$ cat src/logic/adcr_pkg.sv
package adcr_pkg;

  // ------------------------------------------------------------
  // timing
  // ------------------------------------------------------------
  localparam int unsigned CLK_MHZ        = 20;
  localparam int unsigned CONV_TIME_US   = 1000;
  localparam int unsigned WAKE_DELAY_US  = 100;
  localparam int unsigned POR_DELAY_US   = 300;
  localparam int unsigned CONV_CYCLES    = CONV_TIME_US * CLK_MHZ;
  localparam int unsigned WAKE_CYCLES    = WAKE_DELAY_US * CLK_MHZ;
  localparam int unsigned POR_CYCLES     = POR_DELAY_US * CLK_MHZ;

  // ------------------------------------------------------------
  // result word
  // ------------------------------------------------------------
  localparam int unsigned WORD_BITS      = 24;
  localparam int unsigned OVL_BIT        = 23;
  localparam int unsigned OVH_BIT        = 22;
  localparam int unsigned SIGN_BIT       = 21;
  localparam logic [4:0]  LAST_BIT_CNT   = 5'h18;
  localparam logic [4:0]  RELEASE_CNT    = 5'h19;

  // ------------------------------------------------------------
  // register map
  // ------------------------------------------------------------
  localparam logic [7:0]  SAMPLE_OFS     = 8'h00;
  localparam logic [7:0]  STATUS_OFS     = 8'h04;
  localparam logic [23:0] SAMPLE_RST     = 24'h000000;
  localparam int unsigned ST_STATE_LSB   = 0;
  localparam int unsigned ST_SINGLE_BIT  = 4;
  localparam int unsigned ST_READY_BIT   = 5;
  localparam int unsigned ST_PEND_BIT    = 6;
  localparam int unsigned ST_CNT_LSB     = 8;

  typedef enum logic [2:0] {
    ST_PWRON, ST_SHUTDOWN, ST_WAKE, ST_CONVERT, ST_SLEEP
  } adcr_state_t;

endpackage

$ cat src/logic/adcr_top.sv
// Chosen here: the placing of the registers and the APB register port.
`timescale 1ns/1ps
module adcr_top
  import adcr_pkg::*;
#(
  parameter int unsigned CONV_CNT = adcr_pkg::CONV_CYCLES,
  parameter int unsigned WAKE_CNT = adcr_pkg::WAKE_CYCLES,
  parameter int unsigned POR_CNT  = adcr_pkg::POR_CYCLES
) (
  input  wire logic        CLK,
  input  wire logic        RST_N,
  input  wire logic        CS_N,
  input  wire logic        SCK,
  output logic             SDO_O,
  output logic             SDO_OE,
  input  wire logic        PSEL,
  input  wire logic        PENABLE,
  input  wire logic        PWRITE,
  input  wire logic [7:0]  PADDR,
  input  wire logic [31:0] PWDATA,
  output logic [31:0]      PRDATA,
  output logic             PREADY,
  output logic             PSLVERR
);
  import adcr_pkg::*;

  // ------------------------------------------------------------
  // decoding helpers
  // ------------------------------------------------------------

  // bus address selects the given register
  function automatic logic reg_hit(input logic [7:0] addr,
                                   input logic [7:0] ofs);
    return addr == ofs;
  endfunction

  // status word as software reads it
  function automatic logic [31:0] status_word(input adcr_state_t st,
                                              input logic        sgl,
                                              input logic        rdy,
                                              input logic        pnd,
                                              input logic [4:0]  cnt);
    logic [31:0] w;
    w                     = 32'h00000000;
    w[ST_STATE_LSB +: 3]  = st;
    w[ST_SINGLE_BIT]      = sgl;
    w[ST_READY_BIT]       = rdy;
    w[ST_PEND_BIT]        = pnd;
    w[ST_CNT_LSB +: 5]    = cnt;
    return w;
  endfunction

  // buffer bit shown after cnt serial clock falls, msb first
  function automatic logic word_bit(input logic [23:0] word,
                                    input logic [4:0]  cnt);
    return word[LAST_BIT_CNT - cnt];
  endfunction

  // ------------------------------------------------------------
  // pin synchronisers
  // ------------------------------------------------------------
  logic cs_meta;
  logic cs_sync;
  logic cs_prev;
  logic sck_meta;
  logic sck_sync;
  logic sck_prev;
  logic cs_fall;
  logic cs_rise;
  logic sck_fall;

  // select resets to its idle level so no false edge follows reset
  always_ff @(posedge CLK) begin
    if (!RST_N) begin
      cs_meta <= 1'b1;
      cs_sync <= 1'b1;
      cs_prev <= 1'b1;
    end else begin
      cs_meta <= CS_N;
      cs_sync <= cs_meta;
      cs_prev <= cs_sync;
    end
  end

  // serial clock, only its falls are used
  always_ff @(posedge CLK) begin
    if (!RST_N) begin
      sck_meta <= 1'b0;
      sck_sync <= 1'b0;
      sck_prev <= 1'b0;
    end else begin
      sck_meta <= SCK;
      sck_sync <= sck_meta;
      sck_prev <= sck_sync;
    end
  end

  assign cs_fall  = cs_prev & ~cs_sync;
  assign cs_rise  = ~cs_prev & cs_sync;
  assign sck_fall = sck_prev & ~sck_sync & ~cs_sync;

  // ------------------------------------------------------------
  // apb registers
  // ------------------------------------------------------------
  logic [23:0]  sample;
  adcr_state_t  state;
  logic         single;
  logic         data_ready;
  logic         pending;
  logic [4:0]   bit_cnt;
  logic         apb_hit;
  logic         addr_ok;

  assign addr_ok = reg_hit(PADDR, SAMPLE_OFS) || reg_hit(PADDR, STATUS_OFS);
  assign apb_hit = PSEL & PENABLE;
  assign PREADY  = 1'b1;
  assign PSLVERR = apb_hit & ~addr_ok;

  // sample word written over APB, taken as the result at the end of each conversion, except a single conversion that ends with select high
  always_ff @(posedge CLK) begin
    if (!RST_N) begin
      sample <= SAMPLE_RST;
    end else if (apb_hit && PWRITE && reg_hit(PADDR, SAMPLE_OFS)) begin
      sample <= PWDATA[23:0];
    end
  end

  always_ff @(posedge CLK) begin
    if (!RST_N) begin
      PRDATA <= 32'h00000000;
    end else if (PSEL && !PENABLE && !PWRITE) begin
      if (reg_hit(PADDR, SAMPLE_OFS)) begin
        PRDATA <= {8'h00, sample};
      end else if (reg_hit(PADDR, STATUS_OFS)) begin
        PRDATA <= status_word(state, single, data_ready, pending, bit_cnt);
      end else begin
        // unmapped reads return zero
        PRDATA <= 32'h00000000;
      end
    end
  end

  // ------------------------------------------------------------
  // conversion sequencer
  // ------------------------------------------------------------
  logic [31:0] timer;
  logic        rise_seen;
  logic        conv_done;
  logic        shifting;
  logic        word_done;

  assign conv_done = (state == ST_CONVERT) && (timer == CONV_CNT - 1);
  assign shifting  = (bit_cnt != 5'h00);
  assign word_done = sck_fall && (bit_cnt == LAST_BIT_CNT);

  always_ff @(posedge CLK) begin
    if (!RST_N) begin
      state     <= ST_PWRON;
      timer     <= 32'h00000000;
      single    <= 1'b0;
      rise_seen <= 1'b0;
    end else begin
      unique case (state)
        ST_PWRON: begin
          if (cs_sync) begin
            state <= ST_SHUTDOWN;
            timer <= 32'h00000000;
          end else if (timer == POR_CNT - 1) begin
            state  <= ST_CONVERT;
            timer  <= 32'h00000000;
            single <= 1'b0;
          end else begin
            timer <= timer + 32'h00000001;
          end
        end
        ST_SHUTDOWN: begin
          timer <= 32'h00000000;
          if (cs_fall) begin
            state     <= ST_WAKE;
            single    <= 1'b0;
            rise_seen <= 1'b0;
          end
        end
        ST_WAKE: begin
          if (cs_rise) begin
            state <= ST_SHUTDOWN;
          end else if (timer == WAKE_CNT - 1) begin
            state <= ST_CONVERT;
            timer <= 32'h00000000;
          end else begin
            timer <= timer + 32'h00000001;
          end
        end
        ST_CONVERT: begin
          // a rise is noted but the conversion always runs out
          if (cs_rise) begin
            rise_seen <= 1'b1;
            single    <= 1'b1;
          end
          if (conv_done) begin
            timer     <= 32'h00000000;
            rise_seen <= 1'b0;
            if (rise_seen || cs_rise) begin
              // later fall in this conversion starts nothing
              state <= cs_sync ? ST_SHUTDOWN : ST_SLEEP;
            end else begin
              state <= ST_CONVERT;
            end
          end else begin
            timer <= timer + 32'h00000001;
          end
        end
        ST_SLEEP: begin
          if (cs_rise) begin
            state <= ST_SHUTDOWN;
          end
        end
        default: begin
          state <= ST_SHUTDOWN;
        end
      endcase
    end
  end

  // ------------------------------------------------------------
  // output buffer and shifter
  // ------------------------------------------------------------
  logic [23:0] out_buf;
  logic [23:0] pend_buf;
  logic        discard;
  logic        drop_all;

  // rise outside a conversion ends everything, also mid-word
  assign discard = cs_rise && (state != ST_CONVERT);

  // single conversion ending with select high loses its result
  assign drop_all = discard || (conv_done && cs_sync && (rise_seen || cs_rise));

  always_ff @(posedge CLK) begin
    if (!RST_N) begin
      out_buf    <= 24'h000000;
      pend_buf   <= 24'h000000;
      data_ready <= 1'b0;
      pending    <= 1'b0;
      bit_cnt    <= 5'h00;
    end else if (drop_all) begin
      data_ready <= 1'b0;
      pending    <= 1'b0;
      bit_cnt    <= 5'h00;
    end else begin
      if (conv_done) begin
        if (shifting) begin
          pend_buf <= sample;
          pending  <= 1'b1;
        end else begin
          out_buf    <= sample;
          data_ready <= 1'b1;
        end
      end
      if (sck_fall && data_ready && !(conv_done && !shifting)) begin
        if (word_done) begin
          // a result landing on the 25th fall is kept, not dropped
          bit_cnt    <= 5'h00;
          data_ready <= pending | conv_done;
          pending    <= 1'b0;
          if (conv_done) begin
            out_buf <= sample;
          end else if (pending) begin
            out_buf <= pend_buf;
          end
        end else begin
          bit_cnt <= bit_cnt + 5'h01;
        end
      end
    end
  end

  // ------------------------------------------------------------
  // shared data / ready pin
  // ------------------------------------------------------------
  logic busy_latch;
  logic ready_n;

  // single mode latches status at each select fall
  always_ff @(posedge CLK) begin
    if (!RST_N) begin
      busy_latch <= 1'b1;
    end else if (cs_fall) begin
      busy_latch <= (state != ST_SLEEP) && !data_ready;
    end else if (conv_done) begin
      busy_latch <= 1'b0;
    end
  end

  assign ready_n = single ? (busy_latch | ~data_ready) : ~data_ready;

  always_ff @(posedge CLK) begin
    if (!RST_N) begin
      SDO_OE <= 1'b0;
    end else begin
      SDO_OE <= ~cs_sync;
    end
  end

  // data bits while a word is out, ready status otherwise
  always_ff @(posedge CLK) begin
    if (!RST_N) begin
      SDO_O <= 1'b1;
    end else if (shifting && bit_cnt <= LAST_BIT_CNT) begin
      SDO_O <= word_bit(out_buf, bit_cnt);
    end else begin
      SDO_O <= ready_n;
    end
  end

endmodule

$ cat config.mk
export PLATFORM = sky130hd
export DESIGN_NAME = adcr_top
export DESIGN_NICKNAME = d
export VERILOG_FILES = /design/src/logic/adcr_pkg.sv /design/src/logic/adcr_top.sv
export SDC_FILE = /design/constraint.sdc
export NUM_CORES = 1
export LEC_CHECK = 0
export BUFFER_PORTS_ARGS = -buffer_cell sky130_fd_sc_hd__buf_2
export CORE_MARGIN = 5
export CORE_UTILIZATION = 60
export CTS_BUF_LIST = sky130_fd_sc_hd__clkbuf_8
export DETAILED_ROUTE_END_ITERATION = 10
export PLACE_DENSITY = 0.84
export SETUP_SLACK_MARGIN = 0.02
export SYNTH_ARGS = -nofsm -noshare
export SYNTH_HDL_FRONTEND = slang
export SYNTH_SLANG_ARGS = --single-unit
$ cat constraint.sdc
create_clock -name CLK -period 3.4 [get_ports CLK]
set_clock_uncertainty 0.15 [all_clocks]
set_input_delay 0 -clock CLK [delete_from_list [all_inputs] [get_ports CLK]]
set_output_delay 0 -clock CLK [all_outputs]
set_load 0.005 [all_outputs]
# Word-level counts from Yosys, hierarchy flattened
# Cells that the tools add are included.
# totals
elab_cells	142
romBits	0
n_memories	0
latch_bits	0
out_inout_bits	36
inputBits	47
regBits	157
mem_bits_rw	0
# classes
multipliers	0
n_shift	0
addsub	3
eq_ne	21
n_mux	46
reduce_logical	35
n_bitwise	15
div	0
order_cmp	2
# ops
operator	n
$mux W24	7
$mux W32	5
$pmux W32 S4	1
$add A32 B1 Y32 const B	1
$eq A32 B11 Y1 const B	1
$eq A32 B13 Y1 const B	1
$eq A32 B15 Y1 const B	1
$mux W3	9
$mux W1	18
$pmux W3 S5	1
$logic_and A1 B1 Y1	14
$ne A2 B2 Y1 const B	7
$mux W13	1
$ne A3 B3 Y1 const B	4
$reduce_and A5 Y1	2
$eq A8 B3 Y1 const B	1
$logic_not A8 Y1	1
$not A1 Y1	7
$and A1 B1 Y1	6
$eq A3 B2 Y1 const B	2
$lt A5 B6 Y1 const B	1
$reduce_and A3 Y1	2
$add A5 B1 Y5 const B	1
$bmux W1 S5	1
19 further kinds	27

# Depth between registers and ports, before layout
# logic_depth
ltp_word	7
ltp_mapped	11
mapped_depth_nobuf	8

# Worst setup path before layout
# OpenSTA, ideal clock, no wires.
# synth_path
path_kind	reg2reg
startpoint	reg bit_cnt[0]
endpoint	reg SDO_O
stages_incl_launch_ff	9
synth_period_minus_slack_ns	2.642
t_arrival_ns	2.367
slack_ns	0.758
path_buffers	2
required_ns	3.125
setup_time_ns	0.125
path_cell_list	dfxtp_1 -> clkbuf_1 -> inv_1 -> ha_1 -> buf_1 -> mux4_2 -> mux4_2 -> a21oi_1 -> a21oi_1
# synth_between
elab_chain_cells	4
word_cells_on_any_way	7
cone_classes	add/sub (1); order compare (1); mux (3); reduce/logical (2)
# synth_lines
element	line_no	text
start, declared	adcr_top.sv:110	logic [4:0] bit_cnt;
start signal, assigned	adcr_top.sv:272	bit_cnt <= bit_cnt + 5'h01;
$sub A5 B5 Y5	adcr_top.sv:56	return word[LAST_BIT_CNT - cnt];
$bmux W1 S5	adcr_top.sv:56	
$mux W1 (not written as such)	adcr_top.sv:56	
$mux W1 (*)	adcr_top.sv:309	end else if (shifting && bit_cnt <= LAST_BIT_CNT) begin
end signal, assigned	adcr_top.sv:310	SDO_O <= word_bit(out_buf, bit_cnt);
end signal, assigned	adcr_top.sv:312	SDO_O <= ready_n;
end, declared	adcr_top.sv:14	output logic SDO_O,
# Mark *: on every way between the ends. The rest lies on a longest branch, timed or not. The select of a mux whose other input is x is not followed.
# A chain may end at the register's enable or synchronous reset.

# Worst setup path in the final report
# layout_path
startpoint	reg timer[0]
endpoint	reg out_buf[21]
# layout_between
elab_chain_cells	7
word_cells_on_any_way	13
cone_classes	eq/ne (1); mux (5); reduce/logical (7)
# layout_lines
element	line_no	text
start, declared	adcr_top.sv:146	logic [31:0] timer;
start signal, assigned	adcr_top.sv:173	timer <= timer + 32'h00000001;
start signal, assigned	adcr_top.sv:191	timer <= timer + 32'h00000001;
start signal, assigned	adcr_top.sv:210	timer <= timer + 32'h00000001;
$eq A32 B15 Y1 (*)	adcr_top.sv:152	assign conv_done = (state == ST_CONVERT) && (timer == CONV_CNT - 1);
$logic_and A1 B1 Y1 (*)	adcr_top.sv:152	
$mux W24	adcr_top.sv:251	if (conv_done) begin
$mux W24	adcr_top.sv:268	end else if (pending) begin
$mux W24	adcr_top.sv:266	if (conv_done) begin
$mux W24	adcr_top.sv:261	if (word_done) begin
$mux W24	adcr_top.sv:260	if (sck_fall && data_ready && !(conv_done && !shifting)) begin
end signal, assigned	adcr_top.sv:256	out_buf <= sample;
end signal, assigned	adcr_top.sv:267	out_buf <= sample;
end signal, assigned	adcr_top.sv:269	out_buf <= pend_buf;
end, declared	adcr_top.sv:228	logic [23:0] out_buf;
# Mark *: on every way between the ends. The rest lies on a longest branch, timed or not.

==> flow_summary.json <==
{
  "antenna_found_initial": 0,
  "hp-start": "PENABLE",
  "cts_tree": "built",
  "critPathTopFamily": "compound AO/OA/AOI/OAI gates",
  "grt_remaining_overflow": 0,
  "p_leak_nw": 2.74,
  "clkTransAtPathRegs_ns": 0.09,
  "die_h_um": 116,
  "crit_slowest_cell": "a21oi_2",
  "core_area_um2": 11000,
  "area_delta_synth_final_pct": 14.2,
  "outcome": "completed",
  "fin_total_pwr_mw": 3.42,
  "worstPathMaxFanout": 24,
  "row_count": 38,
  "path_buf_inv": 0,
  "synthesis.area_um2": 6800,
  "synth.distinct_cells": 63,
  "peakVddDrop_mv": 0.415,
  "wire_per_inst_um": 16.9,
  "maxCapViolations": 0,
  "slew_violations": 0,
  "fillers": 786,
  "cpPeakStageDelay_ns": 0.89,
  "finalSetupViolations": 0,
  "route.detailed.drc": 0,
  "cp.required_ns": 3.62,
  "postRouteAntennaNets": 0,
  "avgSynthCellArea_um2": 9.21,
  "synth_flop_cell": "dfxtp_1",
  "port_buffers": 65,
  "ys_seq_area_frac": 0.439,
  "cts_num_sinks": 149,
  "worstPathArrival_ns": 3.13,
  "reg2reg_from": "timer[0]",
  "synth_top_area_frac": 0.439,
  "synthArstFlopShare": 0,
  "vias_per_cell": 5.97,
  "grt_pass1_wl_um": 27300,
  "grt_start_max_net_pins": 43,
  "ys_top_cells_by_area": "dfxtp_1 (44%), mux2i_1 (5.7%), nand2_1 (4.8%), nor2_1 (4.4%), a22oi_1 (4.1%)",
  "initial_utilization": 0.619,
  "crit_start": "timer[0]",
  "synth-edff-count": 0,
  "die_w_um": 116,
  "synth_area_leader_cell": "dfxtp_1",
  "seq_area_um2": 2980,
  "wl_um": 16300,
  "io_pins": 83,
  "postCtsResizedCells": 0,
  "path_cells": "ha_1 > nand4_1 > and3b_4 > a31oi_4 > or2_1 > a21oi_2 > o2bb2ai_1",
  "hold_viol_final": 0,
  "hp-class": "in2reg",
  "numCtsBuffers": 17,
  "via_count": 5758,
  "die_area_um2": 13600,
  "fin_setup_tns_ns": 0,
  "drt_iter0_drc": 491,
  "crit_type": "reg2reg",
  "tightest_slew_ns": 1.14,
  "synthCells": 738,
  "synth.ff_latch_count": 149,
  "synth_common_cells": "dfxtp_1 (149), nand2_1 (87), nor2_1 (79), a21oi_1 (44), mux2i_1 (39)",
  "grt_pass1_vias": 5665,
  "gp_congestion": 0.878,
  "period_minus_slack_ns": 2.91,
  "hpwl_um": 10600,
  "timing.final.crit_share": 0.856,
  "cp-end-kind": "flip-flop",
  "drive_above_1_share": 0.204,
  "dr.pass1.iters": 5,
  "ctsLongestPathBuffers": 2,
  "clk_latency_ns": 0.45,
  "h-tree-depth": 4,
  "start_kind": "flip-flop",
  "slew_headroom": 0.242,
  "grt_usage": 0.254,
  "multi_input_area_um2": 3460,
  "rsz0062_at_grt": "false",
  "powerDensity_nw_per_um2": 440,
  "ys_warn_count": 0,
  "nets": 864,
  "yosysMostFrequentCell": "dfxtp_1",
  "antenna_cells": 0,
  "cts_root_buf": "clkbuf_8",
  "fmax_mhz": 343
}
-- stage by stage --
stage	cell area [µm²]	setup WS (ns)	util	instances	hold WS, ns
2_1_floorplan	6830	0.758	-	745	-0.0485
3_5_place_dp	7090	0.543	0.645	905	0.0396
6_report	7770	0.488	0.707	965	0.0170
3_3_place_gp	7090	0.704	0.645	905	0.0373
5_1_grt	7770	0.253	0.707	965	0.0660
4_1_cts	7770	0.522	0.707	965	0.00144
-- cell families (layout without fill, tap and decap cells) --
family,after synthesis,after routing,synth area share
mux,46,46,0.0806
fa+ha+maj,3,3,0.00552
xor+xnor,34,34,0.0438
other cells,2,9,0.00110
flops,149,149,0.439
buf+inv,70,150,0.0572
simple gates,299,299,0.233
compound gates,135,135,0.140
-- metal layers --
layer / GRT usage / vias to the layer above / part of all wire
met5: 0 / - / 0
met4: 0.117 / 0 / 0.030
met3: 0.0544 / 44 / 0.056
met2: 0.420 / 234 / 0.48
met1: 0.317 / 2759 / 0.43
li1: - / 2721 / -
-- registers in the layout (all words and copies together), names as in the netlist --
name,cells
PRDATA,24
SDO_O,1
SDO_OE,1
bit_cnt,5
busy_latch,1
cs_meta,1
cs_prev,1
cs_sync,1
data_ready,1
out_buf,24
pend_buf,24
pending,1
rise_seen,1
sample,24
sck_meta,1
sck_prev,1
sck_sync,1
single,1
state,3
timer,32
-- worst paths after layout --
kind	to	slack (ns)	depth (start not counted)
setup / recovery	out_buf[21]	0.49	7
hold / removal	sample[17]	0.02	5
setup reg to reg	out_buf[21]	0.49	7
hold reg to reg	cs_sync	0.26	1
-- layout by cell type, fill, tap and decap left out, drive strengths merged, types with 6 or more instances in the layout --
cell         instances
dfxtp              149
xnor2               22
nor3                22
o2bb2ai             24
nand2               87
conb                 9
clkbuf              18
dlygate4sd3         30
inv                 16
nand3               12
and3                 6
o21ai               10
buf                 77
nand4               13
mux4                 7
nor4                 7
nor2               108
mux2i               39
a22oi               37
xor2                12
and2                 6
nor2b                6
and4                 8
nand2b               6
a21oi               46
-- worst reg2reg max path, delay by kind of cell (launching register included) --
kind | cells | cell delay, ns
adder cells (fa/ha/maj) | 1 | 0.21
flip-flops | 1 | 0.39
AO/OA/AOI/OAI | 3 | 1.22
AND/OR/NAND/NOR | 3 | 0.88
-- timing repair --
| item | in CTS | in global routing |
|---|---|---|
| endpoints found under the hold margin | 34 | 0 |
| endpoints found under the setup margin | 0 | 0 |
| hold buffers | 30 | 0 |
| buffers inserted | 0 | 0 |
-- power by group --
part	internal, mW	switching [mW]
registers	1.76	0.0242
logic	0.118	0.189
clock network	0.665	0.661
-- final cells by class --
type                       instances  share of cell area
clock buffer                      18              0.0319
clock inverter                    12              0.0171
inverter                          13             0.00628
multi-input combinational        526               0.446
sequential                       149               0.384
tap                              140              0.0226
timing repair buffer             107              0.0922
No activity file was read; power rests on OpenSTA's default activity.
